[src/common/pwmas_pkg.sv]
// shared constants and types for the pwm auto-shutdown block
package pwmas_pkg;

	////////////////////////////////////////////////////////////////////////////
	// apb register byte addresses
	localparam logic [7:0] ADDR_SHUTDOWN = 8'h00;
	localparam logic [7:0] ADDR_RESTART = 8'h04;
	localparam logic [7:0] ADDR_MODE = 8'h08;
	localparam logic [7:0] ADDR_PERIOD = 8'h0C;
	localparam logic [7:0] ADDR_DUTY = 8'h10;
	localparam logic [7:0] ADDR_STATUS = 8'h14;

	////////////////////////////////////////////////////////////////////////////
	// field positions
	localparam int SD_FLAG_BIT = 7;
	localparam int RESTART_EN_BIT = 7;
	localparam int MODE_LO = 0;
	localparam int MODE_HI = 3;
	localparam int PRESCALE_LO = 4;
	localparam int PRESCALE_HI = 5;
	localparam int TIMER_RUN_BIT = 6;
	localparam int DIR_LO = 8;
	localparam int DIR_HI = 11;
	localparam int ST_TFLAG_BIT = 0;
	localparam int POL_AC_BIT = 1;
	localparam int POL_BD_BIT = 0;
	localparam int LVL_TRI_BIT = 1;
	localparam int LVL_HIGH_BIT = 0;
	localparam int SRC_C1_BIT = 0;
	localparam int SRC_C2_BIT = 1;
	localparam int SRC_FLT_BIT = 2;

	////////////////////////////////////////////////////////////////////////////
	// reset values and codes
	localparam logic [7:0] SD_RESET = 8'h00;
	localparam logic [3:0] MODE_RESET = 4'h0;
	localparam logic [1:0] MODE_PWM_CODE = 2'h3;
	localparam logic [7:0] PERIOD_RESET = 8'hFF;
	localparam logic [7:0] DUTY_RESET = 8'h00;
	localparam logic [3:0] PRE_DIV1 = 4'h0;
	localparam logic [3:0] PRE_DIV4 = 4'h3;
	localparam logic [3:0] PRE_DIV16 = 4'hF;
	localparam logic [31:0] RDATA_ZERO = 32'h0000_0000;

	// trigger selection, one bit per source
	typedef enum logic [2:0] {
		SRC_NONE = 3'b000,
		SRC_C1 = 3'b001,
		SRC_C2 = 3'b010,
		SRC_C1_C2 = 3'b011,
		SRC_FLT = 3'b100,
		SRC_FLT_C1 = 3'b101,
		SRC_FLT_C2 = 3'b110,
		SRC_ALL = 3'b111
	} pwmas_src_type;

	// shutdown control register layout
	typedef struct packed {
		logic flag;
		pwmas_src_type src;
		logic [1:0] lvl_ac;
		logic [1:0] lvl_bd;
	} pwmas_sdctl_type;

	// one pin pair: level and enable of each pin
	typedef struct packed {
		logic p;
		logic p_oe;
		logic s;
		logic s_oe;
	} pwmas_pair_type;

	// prescale code to last count of the divider
	function automatic logic [3:0] pwmas_pre_last(input logic [1:0] code);
		if (code[1])
			return PRE_DIV16;
		else if (code[0])
			return PRE_DIV4;
		else
			return PRE_DIV1;
	endfunction : pwmas_pre_last

endpackage : pwmas_pkg

[src/rtl/pwmas_pair_stage.sv]
`timescale 1ns/1ps
`default_nettype none
module pwmas_pair_stage
	import pwmas_pkg::*;
(
	// clock and reset
	input wire logic clock,
	input wire logic rst_n,
	// control
	input wire logic freeze,
	input wire logic pwm_raw,
	input wire logic active_low,
	input wire logic shut,
	input wire logic [1:0] level,
	input wire logic [1:0] dir_en,
	// pins
	output pwmas_pair_type pins_q
);

	pwmas_pair_type pins_d;

	////////////////////////////////////////////////////////////////////////////
	// shutdown overrides both pins; tri-state level drops the enables
	always_comb
	begin
		pins_d = pins_q;
		if (!freeze)
		begin
			pins_d.p = shut ? level[LVL_HIGH_BIT] : (pwm_raw ^ active_low);
			pins_d.s = pins_d.p;
			pins_d.p_oe = dir_en[0] & ~(shut & level[LVL_TRI_BIT]);
			pins_d.s_oe = dir_en[1] & ~(shut & level[LVL_TRI_BIT]);
		end
	end

	// reset leaves both pins undriven
	always_ff @(posedge clock)
	begin
		if (!rst_n)
			pins_q <= '0;
		else
			pins_q <= pins_d;
	end

endmodule : pwmas_pair_stage
`default_nettype wire

[src/rtl/pwmas_top.sv]
//Behaviour
//- flag in bit seven marks shutdown
//- three-bit field selects shutdown trigger sources
//- pair A/C shutdown level: tri, high, low
//- pair B/D shutdown level: tri, high, low
//- auto-restart clears flag when cause ends
//- without auto-restart firmware clears the flag
//- outputs resume only at next period start
//- flag writes ignored while cause active
//- comparator causes are levels, block clearing
//- writing one forces shutdown like hardware
//- mode low bits pick polarity per pair
//- period flag set as next period begins
//- pins undriven after reset until enabled
//- sleep freezes timer, state and pins
//- low-power run modes tick timer by pulse
//- low fault pin counts as a cause
//- shutdown reaches pins without period wait
//- flag at period start holds whole period
//- any selected source sets the flag
//
// Design decisions made here: the APB slave port and the placing of the registers.
`timescale 1ns/1ps
`default_nettype none
module pwmas_top
	import pwmas_pkg::*;
#(
	parameter int TIMER_W = 8
)
(
	// clock and reset
	input wire logic clock,
	input wire logic rst_n,
	// apb slave
	input wire logic psel,
	input wire logic penable,
	input wire logic pwrite,
	input wire logic [7:0] paddr,
	input wire logic [31:0] pwdata,
	output logic [31:0] prdata,
	output logic pready,
	output logic pslverr,
	// shutdown sources
	input wire logic fault_input_n,
	input wire logic comp1_out,
	input wire logic comp2_out,
	// power modes
	input wire logic sleep_mode,
	input wire logic low_power_run,
	input wire logic low_power_tick,
	// pwm pins
	output logic pwm_out_a,
	output logic pwm_out_a_oe,
	output logic pwm_out_b,
	output logic pwm_out_b_oe,
	output logic pwm_out_c,
	output logic pwm_out_c_oe,
	output logic pwm_out_d,
	output logic pwm_out_d_oe
);

	////////////////////////////////////////////////////////////////////////////
	// declarations
	pwmas_sdctl_type sd_q, sd_d;
	logic hw_set_q, hw_set_d;
	logic hold_q, hold_d;
	logic restart_q, restart_d;
	logic [11:0] mode_q, mode_d;
	logic [TIMER_W-1:0] period_q, period_d, duty_q, duty_d;
	logic [TIMER_W-1:0] timer_q, timer_d;
	logic [3:0] pre_q, pre_d;
	logic tflag_q, tflag_d;
	logic [31:0] prdata_q, prdata_d;
	logic pready_q, pready_d, pslverr_q, pslverr_d;
	logic wr_fire, cause, sw_flag_wr, time_en, tick, period_start, pwm_raw, pwm_mode;
	logic [TIMER_W-1:0] timer_next;
	logic [7:0] sd_wr;
	pwmas_pair_type pair_ac, pair_bd;

	////////////////////////////////////////////////////////////////////////////
	// apb: one wait cycle, write lands at the pready edge
	assign wr_fire = psel & penable & pready_q & pwrite;
	assign sw_flag_wr = wr_fire && (paddr == ADDR_SHUTDOWN);
	assign sd_wr = pwdata[7:0];

	always_comb
	begin
		pready_d = psel & penable & ~pready_q;
		pslverr_d = 1'b0;
		prdata_d = prdata_q;
		if (psel && penable && !pready_q)
		begin
			prdata_d = RDATA_ZERO;
			if (paddr == ADDR_SHUTDOWN)
				prdata_d[7:0] = sd_q;
			else if (paddr == ADDR_RESTART)
				prdata_d[RESTART_EN_BIT] = restart_q;
			else if (paddr == ADDR_MODE)
				prdata_d[DIR_HI:MODE_LO] = mode_q;
			else if (paddr == ADDR_PERIOD)
				prdata_d[TIMER_W-1:0] = period_q;
			else if (paddr == ADDR_DUTY)
				prdata_d[TIMER_W-1:0] = duty_q;
			else if (paddr == ADDR_STATUS)
				prdata_d = {16'h0000, 8'(timer_q), 2'b00, comp2_out, comp1_out, fault_input_n,
					hold_q, cause, tflag_q};
			else
				pslverr_d = 1'b1; // unmapped: error, reads zero
		end
	end

	// configuration registers other than the flag
	always_comb
	begin
		restart_d = restart_q;
		mode_d = mode_q;
		period_d = period_q;
		duty_d = duty_q;
		if (wr_fire && paddr == ADDR_RESTART)
			restart_d = pwdata[RESTART_EN_BIT];
		else if (wr_fire && paddr == ADDR_MODE)
			mode_d = pwdata[DIR_HI:MODE_LO];
		else if (wr_fire && paddr == ADDR_PERIOD)
			period_d = pwdata[TIMER_W-1:0];
		else if (wr_fire && paddr == ADDR_DUTY)
			duty_d = pwdata[TIMER_W-1:0];
	end

	////////////////////////////////////////////////////////////////////////////
	// shutdown cause: comparators high or fault pin low, as selected
	always_comb
	begin
		cause = (sd_q.src[SRC_FLT_BIT] & ~fault_input_n)
			| (sd_q.src[SRC_C1_BIT] & comp1_out)
			| (sd_q.src[SRC_C2_BIT] & comp2_out);
	end

	// flag: hardware set wins over any write, so a live cause cannot be cleared
	always_comb
	begin
		sd_d = sd_q;
		hw_set_d = hw_set_q;
		if (wr_fire && paddr == ADDR_SHUTDOWN)
		begin
			sd_d.src = pwmas_src_type'(sd_wr[6:4]);
			sd_d.lvl_ac = sd_wr[3:2];
			sd_d.lvl_bd = sd_wr[1:0];
		end
		if (sleep_mode)
		begin
			sd_d.flag = sd_q.flag;
		end
		else if (cause)
		begin
			sd_d.flag = 1'b1;
			hw_set_d = 1'b1;
		end
		else if (sw_flag_wr)
		begin
			sd_d.flag = sd_wr[SD_FLAG_BIT];
			hw_set_d = 1'b0; // a forced shutdown waits for firmware
		end
		else if (restart_q && hw_set_q && sd_q.flag)
		begin
			sd_d.flag = 1'b0;
			hw_set_d = 1'b0;
		end
	end

	// output hold: enters at once, leaves only at a period boundary
	always_comb
	begin
		hold_d = hold_q;
		if (sleep_mode)
			hold_d = hold_q;
		else if (sd_q.flag || cause)
			hold_d = 1'b1;
		else if (period_start)
			hold_d = 1'b0;
	end

	////////////////////////////////////////////////////////////////////////////
	// time base: prescaler then period counter
	assign time_en = mode_q[TIMER_RUN_BIT] & ~sleep_mode & (~low_power_run | low_power_tick);
	assign tick = time_en && (pre_q == pwmas_pre_last(mode_q[PRESCALE_HI:PRESCALE_LO]));
	assign period_start = tick && (timer_q == period_q);
	assign timer_next = timer_q + 1'b1;

	always_comb
	begin
		pre_d = pre_q;
		timer_d = timer_q;
		tflag_d = tflag_q;
		if (tick)
			pre_d = '0;
		else if (time_en)
			pre_d = pre_q + 4'h1;
		if (period_start)
			timer_d = '0;
		else if (tick)
			timer_d = timer_next;
		if (wr_fire && paddr == ADDR_STATUS && pwdata[ST_TFLAG_BIT])
			tflag_d = 1'b0;
		if (period_start)
			tflag_d = 1'b1;
	end

	// raw waveform only in pwm mode
	assign pwm_mode = (mode_q[MODE_HI:MODE_HI-1] == MODE_PWM_CODE);
	assign pwm_raw = pwm_mode & (timer_q < duty_q);

	////////////////////////////////////////////////////////////////////////////
	// registers
	always_ff @(posedge clock)
	begin
		if (!rst_n)
		begin
			sd_q <= SD_RESET;
			hw_set_q <= 1'b0;
			hold_q <= 1'b0;
			restart_q <= 1'b0;
			mode_q <= {8'h00, MODE_RESET};
			period_q <= PERIOD_RESET;
			duty_q <= DUTY_RESET;
			timer_q <= '0;
			pre_q <= '0;
			tflag_q <= 1'b0;
			prdata_q <= RDATA_ZERO;
			pready_q <= 1'b0;
			pslverr_q <= 1'b0;
		end
		else
		begin
			sd_q <= sd_d;
			hw_set_q <= hw_set_d;
			hold_q <= hold_d;
			restart_q <= restart_d;
			mode_q <= mode_d;
			period_q <= period_d;
			duty_q <= duty_d;
			timer_q <= timer_d;
			pre_q <= pre_d;
			tflag_q <= tflag_d;
			prdata_q <= prdata_d;
			pready_q <= pready_d;
			pslverr_q <= pslverr_d;
		end
	end

	////////////////////////////////////////////////////////////////////////////
	// pin stages fed from hold_d, so shutdown lands one edge after the cause
	pwmas_pair_stage u_pair_ac (
		.clock(clock),
		.rst_n(rst_n),
		.freeze(sleep_mode),
		.pwm_raw(pwm_raw),
		.active_low(mode_q[POL_AC_BIT]),
		.shut(hold_d),
		.level(sd_q.lvl_ac),
		.dir_en(mode_q[DIR_LO+1:DIR_LO]),
		.pins_q(pair_ac)
	);

	pwmas_pair_stage u_pair_bd (
		.clock(clock),
		.rst_n(rst_n),
		.freeze(sleep_mode),
		.pwm_raw(pwm_raw),
		.active_low(mode_q[POL_BD_BIT]),
		.shut(hold_d),
		.level(sd_q.lvl_bd),
		.dir_en(mode_q[DIR_HI:DIR_HI-1]),
		.pins_q(pair_bd)
	);

	assign pwm_out_a = pair_ac.p;
	assign pwm_out_a_oe = pair_ac.p_oe;
	assign pwm_out_c = pair_ac.s;
	assign pwm_out_c_oe = pair_ac.s_oe;
	assign pwm_out_b = pair_bd.p;
	assign pwm_out_b_oe = pair_bd.p_oe;
	assign pwm_out_d = pair_bd.s;
	assign pwm_out_d_oe = pair_bd.s_oe;
	assign prdata = prdata_q;
	assign pready = pready_q;
	assign pslverr = pslverr_q;
endmodule : pwmas_top
`default_nettype wire

[config.mk]
export PLATFORM = sky130hd
export DESIGN_NAME = pwmas_top
export DESIGN_NICKNAME = d
export VERILOG_FILES = /design/src/common/pwmas_pkg.sv /design/src/rtl/pwmas_pair_stage.sv /design/src/rtl/pwmas_top.sv
export SDC_FILE = /design/constraint.sdc
export NUM_CORES = 1
export LEC_CHECK = 0
export BUFFER_PORTS_ARGS = -buffer_cell sky130_fd_sc_hd__buf_4
export CAP_MARGIN = 0
export CORE_ASPECT_RATIO = 0.75
export CORE_MARGIN = 2
export CORE_UTILIZATION = 58
export DETAILED_ROUTE_END_ITERATION = 7
export GPL_TIMING_DRIVEN = 0
export PLACE_DENSITY = 0.81
export SLEW_MARGIN = 15
export SYNTH_ARGS = -nofsm -noshare
export SYNTH_HDL_FRONTEND = slang
export SYNTH_SLANG_ARGS = --single-unit
[constraint.sdc]
create_clock -name clock -period 2.95 [get_ports clock]
set_input_delay 0.4425 -clock clock [delete_from_list [all_inputs] [get_ports clock]]
set_output_delay 0.4425 -clock clock [all_outputs]
set_load 0.02 [all_outputs]
==> results of run 1 <==
## area by class of cell
class | count | area, um^2 | area share (%)
inverters | 12 | 45.0 | 0.949
clock inverters | 6 | 138 | 2.90
clock buffers | 9 | 124 | 2.61
plain buffers | 39 | 234 | 4.93
multi-input cells | 327 | 2190 | 46.0
flip-flops and latches | 76 | 1520 | 32.1
well taps | 81 | 101 | 2.13
repair buffers | 53 | 398 | 8.38
## report_power, final
group / leakage [nW] / switching (mW) / total [mW] / internal, mW
clock: 0.129 / 0.392 / 1.04 / 0.646
combinational: 1.19 / 0.120 / 0.201 / 0.0808
sequential: 0.614 / 0.00546 / 1.04 / 1.04
## metrics by stage
| stage | total power [mW] | hold slack (ns) | setup slack (ns) | area (um^2) | utilization (%) |
|---|---|---|---|---|---|
| floorplan | 1.18 | 0.435 | 0.771 | 3990 | - |
| global placement | 1.26 | 0.443 | 0.505 | 4490 | 70.0 |
| detailed placement | 1.26 | 0.455 | 0.456 | 4490 | 70.0 |
| CTS | 2.28 | 0.334 | 0.828 | 4750 | 74.0 |
| global route | 2.35 | 0.347 | 0.665 | 4750 | 74.0 |
| finish | 2.28 | 0.344 | 0.769 | 4750 | 74.0 |
## final timing paths
path | slack (ns) | end | start | depth (start not counted)
worst max-delay path | 0.77 | mode_q[1] | paddr[7] | 8
worst min-delay path | 0.34 | mode_q[8] | pwdata[8] | 3
worst max register to register | 0.89 | u_pair_bd.pins_q[3] | timer_q[6] | 6
worst min register to register | 0.47 | prdata[15] | prdata[15] | 2
## per-layer routing
metal	wire (um)	share of wire [%]
met3	1060	9.7
met1	4810	44
met4	343	3.1
met5	0	0
met2	4700	43
## flip-flops by register name, summed over array words and instances, names as in the netlist, 3 cells and up
| signal | flops |
|---|---|
| u_pair_ac.pins_q | 3 |
| timer_q | 8 |
| prdata | 16 |
| duty_q | 8 |
| mode_q | 12 |
| sd_q | 8 |
| pre_q | 4 |
| u_pair_bd.pins_q | 3 |
| period_q | 8 |
## layout by cell type, fill, tap and decap left out, types with 12 or more instances in the layout
| cell | n |
|---|---|
| sky130_fd_sc_hd__buf_4 | 71 |
| sky130_fd_sc_hd__a21oi_1 | 15 |
| sky130_fd_sc_hd__conb_1 | 16 |
| sky130_fd_sc_hd__xnor2_1 | 13 |
| sky130_fd_sc_hd__mux2i_1 | 30 |
| sky130_fd_sc_hd__nor2_1 | 21 |
| sky130_fd_sc_hd__o21ai_0 | 13 |
| sky130_fd_sc_hd__dfxtp_1 | 76 |
| sky130_fd_sc_hd__a21boi_1 | 13 |
| sky130_fd_sc_hd__inv_1 | 12 |
| sky130_fd_sc_hd__nor2b_1 | 23 |
| sky130_fd_sc_hd__nand3_1 | 18 |
| sky130_fd_sc_hd__clkbuf_1 | 14 |
| sky130_fd_sc_hd__nand2_1 | 47 |
## tightest hold or removal path, cell delays in order
cell                      delay, ns
sky130_fd_sc_hd__buf_4         0.07
sky130_fd_sc_hd__mux2i_1       0.06
sky130_fd_sc_hd__nor2b_1       0.09
## cells by family after synthesis
family / synth area share, %
simple gates: 22.2
compound gates: 16.1
flops: 38.7
buf+inv: 7.10
mux: 8.50
xor+xnor: 4.46
fa+ha+maj: 2.87
other cells: 0.0954
==> flow_summary.json, run 1 <==
{
  "synthesis.instances": 439,
  "finalSetupTns_ns": 0,
  "post-cts-setup-buffer-count": 0,
  "critical_path_arrival_ns": 2.43,
  "final-setup-viol-count": 0,
  "max_stage_delay_ns": 0.57,
  "instances_no_fill": 603,
  "unrepaired_setup_endpoints_after_global_routing": "false",
  "postSynth.topFlopCell": "sky130_fd_sc_hd__dfxtp_1",
  "use_met3_pct": 8.72,
  "grt_use_met1_pct": 40.7,
  "die_area_mm2": 0.00746,
  "clk-insertion-delay-late_ns": 0.35,
  "drive_above_1_share_pct": 19.3,
  "antenna_found_initial": 0,
  "worst_ep_required_time_ns": 3.20,
  "rows": 25,
  "totalWireLength_um": 10900,
  "vias_per_cell": 5.94,
  "synth_area_mm2": 0.00393,
  "yosys.area.top_type_share_pct": 38.7,
  "grt_first_pass_wirelength_um": 17300,
  "end_kind": "register",
  "syn2layout_area_growth_pct": 20.8,
  "fillers": 482,
  "worst_slew_margin_rel_pct": 46.9,
  "power.density_mw_per_mm2": 480,
  "port_buffers": 53,
  "placed_cells": 588,
  "cts_inserted_buffers": 9,
  "detail_route.drc_violations": 0,
  "place.gp.congestion": 0.912,
  "vias_in_the_first_global_route": 3409,
  "cts_max_path_buffers": 2,
  "worst_path_max_delay_cell": "sky130_fd_sc_hd__or4_4",
  "synth_enable_flop_cells": 0,
  "crit_path_start_kind": "input port",
  "initial_utilization_pct": 61.3,
  "max_freq_mhz": 459,
  "pin_count": 93,
  "cp.buffers_inverters": 3,
  "global_route.overflow_total": 0,
  "drtPass1Iterations": 6,
  "fp.dieH_um": 75.3,
  "route.vias.total": 3584,
  "route.antenna.remaining_nets": 0,
  "synth_sequential_area_ratio_pct": 38.7,
  "drv.max_cap_violation_count": 0,
  "core_mm2": 0.00641,
  "antenna_fix_cells": 0,
  "cts_repair_resize_count": 0,
  "async_reset_ff_share_pct": 0,
  "synth_area_leader_cell": "sky130_fd_sc_hd__dfxtp_1",
  "maximum_number_of_pins_on_one_net_before_global_route_repair": 14,
  "cts.reportedPaths.clkPinSlew_ns": 0.08,
  "critPathKind": "input port to register",
  "ir_drop_mv": 0.309,
  "top_cells_by_count_synth": "sky130_fd_sc_hd__dfxtp_1 (76), sky130_fd_sc_hd__nand2_1 (47), sky130_fd_sc_hd__mux2i_1 (30), sky130_fd_sc_hd__nor2b_1 (23), sky130_fd_sc_hd__nor2_1 (21)",
  "number_of_synthesized_register_bits": 76,
  "min_path_type": "input port to register",
  "clock_sinks": 76,
  "timing.critical_path.cells": "buf_4, or4_4, and4bb_1, and2_1, buf_2, buf_6, mux2i_1, nor2b_1",
  "tritoncts": "built",
  "global_route.peak_usage_layer": "met2",
  "htree_num_levels": 3,
  "clock_skew_ns": 0.00857,
  "tightest_slew_ns": 0.795,
  "holdBufCountCts": 0,
  "detailedPlacementHpwl_um": 8180,
  "largest_cells_by_area_after_synthesis": "sky130_fd_sc_hd__dfxtp_1 (39%), sky130_fd_sc_hd__mux2i_1 (7.6%), sky130_fd_sc_hd__nand2_1 (4.5%)",
  "dieWidth_um": 99.1,
  "slew_violations": 0,
  "status": "finished clean",
  "post_synth.cell_area_avg_um2": 8.95,
  "crit_path_max_fanout": 10,
  "finalCritPeriodShare_pct": 73.9,
  "cellLeakagePower_nw": 1.94,
  "period_needed_ns": 2.18,
  "globalRouteMet2Util_pct": 46.1,
  "synth_warnings": 0,
  "yosys.cell_count.top_type": "sky130_fd_sc_hd__dfxtp_1",
  "global_route.usage.total_pct": 30.3,
  "clock_root_cell": "sky130_fd_sc_hd__clkbuf_8",
  "drt_iter0_drc": 278,
  "layout.nets": 578,
  "critPathTopFamily": "simple AND/OR/NAND/NOR gates",
  "post_dr_wirelength_cell_um": 18.1,
  "yosys.cell_types.count": 60,
  "final-hold-violation-count": 0
}
Note: power is estimated with default switching activity, not from simulation.
==> run 2: changes to the inputs <==
Settings changed: CORE_UTILIZATION 58 to 49, PLACE_DENSITY 0.81 to 0.73.
Clock period 2.95 ns to 1.9 ns, I/O delays scaled along.
==> flow_summary.json, run 2 (synthesized netlist as in run 1, its figures left out) <==
{
  "status": "finished clean",
  "antenna_fix_cells": 0,
  "grt_first_pass_wirelength_um": 17200,
  "drive_above_1_share_pct": 26.0,
  "layout.cells.most_common_list": "sky130_fd_sc_hd__buf_4 (81), sky130_fd_sc_hd__dfxtp_1 (63), sky130_fd_sc_hd__nand2_1 (47)",
  "maximum_number_of_pins_on_one_net_before_global_route_repair": 14,
  "min_path_type": "input port to register",
  "htree_num_levels": 3,
  "worst_slew_margin_rel_pct": 43.8,
  "clock_root_cell": "sky130_fd_sc_hd__clkbuf_8",
  "final-hold-violation-count": 0,
  "max_freq_mhz": 534,
  "crit_path_start": "paddr[0]",
  "share_of_total_power_consumed_by_net_switching_pct": 24.6,
  "place.gp.congestion": 0.937,
  "power.density_mw_per_mm2": 667,
  "totalWireLength_um": 11400,
  "core_mm2": 0.00785,
  "tightest_slew_ns": 0.842,
  "crit_path_to": "mode_q[7]",
  "share_clk_of_total_power_pct": 42.0,
  "fp.dieH_um": 81.6,
  "power_frac_comb_pct": 9.6,
  "slew_violations": 0,
  "critPathKind": "input port to register",
  "grt_use_met1_pct": 35.1,
  "vias_per_cell": 5.62,
  "clock_skew_ns": 0.0144,
  "mostFrequentLayoutCell": "sky130_fd_sc_hd__buf_4",
  "reg2reg_setup_slack_ns": 0.08,
  "finalSetupTns_ns": 0,
  "placed_inst_area_mm2": 0.00452,
  "crit_path_max_fanout": 10,
  "fillers": 710,
  "holdBufCountCts": 0,
  "worst_ep_required_time_ns": 2.15,
  "fin_area_mm2": 0.00499,
  "rows": 28,
  "detail_route.drc_violations": 0,
  "cts_inserted_buffers": 9,
  "route.vias.total": 3590,
  "layout.nets": 589,
  "drtPass1Iterations": 5,
  "drt_iter0_drc": 243,
  "timing.rr.end": "u_pair_bd.pins_q[3]",
  "tritoncts": "built",
  "detailedPlacementHpwl_um": 8420,
  "global_route.overflow_total": 0,
  "global_route.peak_usage_layer": "met2",
  "largest_register_ff_count": 16,
  "clock_sinks": 76,
  "ir_drop_mv": 0.444,
  "total_switching_power_mw": 0.820,
  "port_buffers": 53,
  "finalCritPeriodShare_pct": 98.6,
  "cellLeakagePower_nw": 2.01,
  "crit_path_start_kind": "input port",
  "worst_hold_slack_ns": 0.183,
  "drv.max_cap_violation_count": 0,
  "worst_r2r_startpoint": "mode_q[6]",
  "critical_path_arrival_ns": 2.12,
  "unrepaired_setup_endpoints_after_global_routing": "true",
  "power.internal_mw": 2.51,
  "end_kind": "register",
  "antenna_found_initial": 0,
  "clk-insertion-delay-late_ns": 0.36,
  "post_dr_wirelength_cell_um": 17.8,
  "syn2layout_area_growth_pct": 27.1,
  "vias_in_the_first_global_route": 3358,
  "globalRouteMet2Util_pct": 40.4,
  "cts_max_path_buffers": 2,
  "use_met3_pct": 7.46,
  "final-setup-viol-count": 0,
  "period_needed_ns": 1.87,
  "global_route.usage.total_pct": 26.2,
  "pwr-share-seq_pct": 48.4,
  "initial_utilization_pct": 50.1,
  "die_area_mm2": 0.00876,
  "pin_count": 93,
  "route.antenna.remaining_nets": 0,
  "reg2reg_depth": 5,
  "dieWidth_um": 107,
  "fin_util_pct": 63.6,
  "cts.reportedPaths.clkPinSlew_ns": 0.08
}
-- run 2: final cells by class --
cell class	instances	area, um^2	share of cell area, %
Multi-Input combinational cell	327	2320	46.4
Clock buffer	11	141	2.83
Sequential cell	76	1550	30.9
Buffer	39	234	4.68
Tap cell	105	131	2.63
Clock inverter	5	85.1	1.70
Inverter	12	45.0	0.902
Timing Repair Buffer	64	493	9.87
-- run 2: through the flow --
| step | power [mW] | std cells | setup WS [ns] |
|---|---|---|---|
| global placement | 1.96 | 612 | -0.340 |
| floorplan | 1.83 | 454 | -0.110 |
| global route | 3.44 | 639 | -0.0776 |
| finish | 3.33 | 639 | 0.0267 |
| detailed placement | 1.96 | 612 | -0.387 |
| CTS | 3.33 | 633 | 0.00737 |
-- run 2: power groups by stage --
| stage | clock network (mW) | logic (mW) | registers, mW |
|---|---|---|---|
| after floorplan | 0 | 0.159 | 1.67 |
| after global placement | 0 | 0.303 | 1.65 |
| after detailed placement | 0 | 0.306 | 1.65 |
| after CTS | 1.41 | 0.308 | 1.61 |
| after global routing | 1.49 | 0.344 | 1.61 |
| final | 1.40 | 0.321 | 1.61 |
-- run 2: what timing repair did --
action	CTS	global route
cloned	0	0
pin swaps	6	10
setup buffers	5	6
gates resized for setup	16	19
endpoints found under the setup margin	13	43
-- run 2: per-layer routing --
layer / vias up / part of all wire [%]
li1: 1709 / -
met1: 1699 / 46
met2: 161 / 44
met3: 21 / 8.1
met4: 0 / 1.9
met5: - / 0
-- run 2: worst min path at each step --
stage,cells after the start,startpoint,to
after floorplan,2,pwdata[2],period_q[2]
after global placement,2,prdata[12],prdata[12]
after detailed placement,2,prdata[14],prdata[14]
after CTS,3,pwdata[4],period_q[4]
after global routing,3,pwdata[3],period_q[3]
final,3,pwdata[4],period_q[4]
-- run 2: critical path, cell delays in order --
cell and delay [ns]:
sky130_fd_sc_hd__buf_4 0.11, sky130_fd_sc_hd__or4_4 0.59, sky130_fd_sc_hd__and4bb_4 0.39, sky130_fd_sc_hd__and2_1 0.13, sky130_fd_sc_hd__buf_2 0.14, sky130_fd_sc_hd__buf_6 0.20, sky130_fd_sc_hd__mux2i_1 0.22, sky130_fd_sc_hd__nor2b_1 0.06
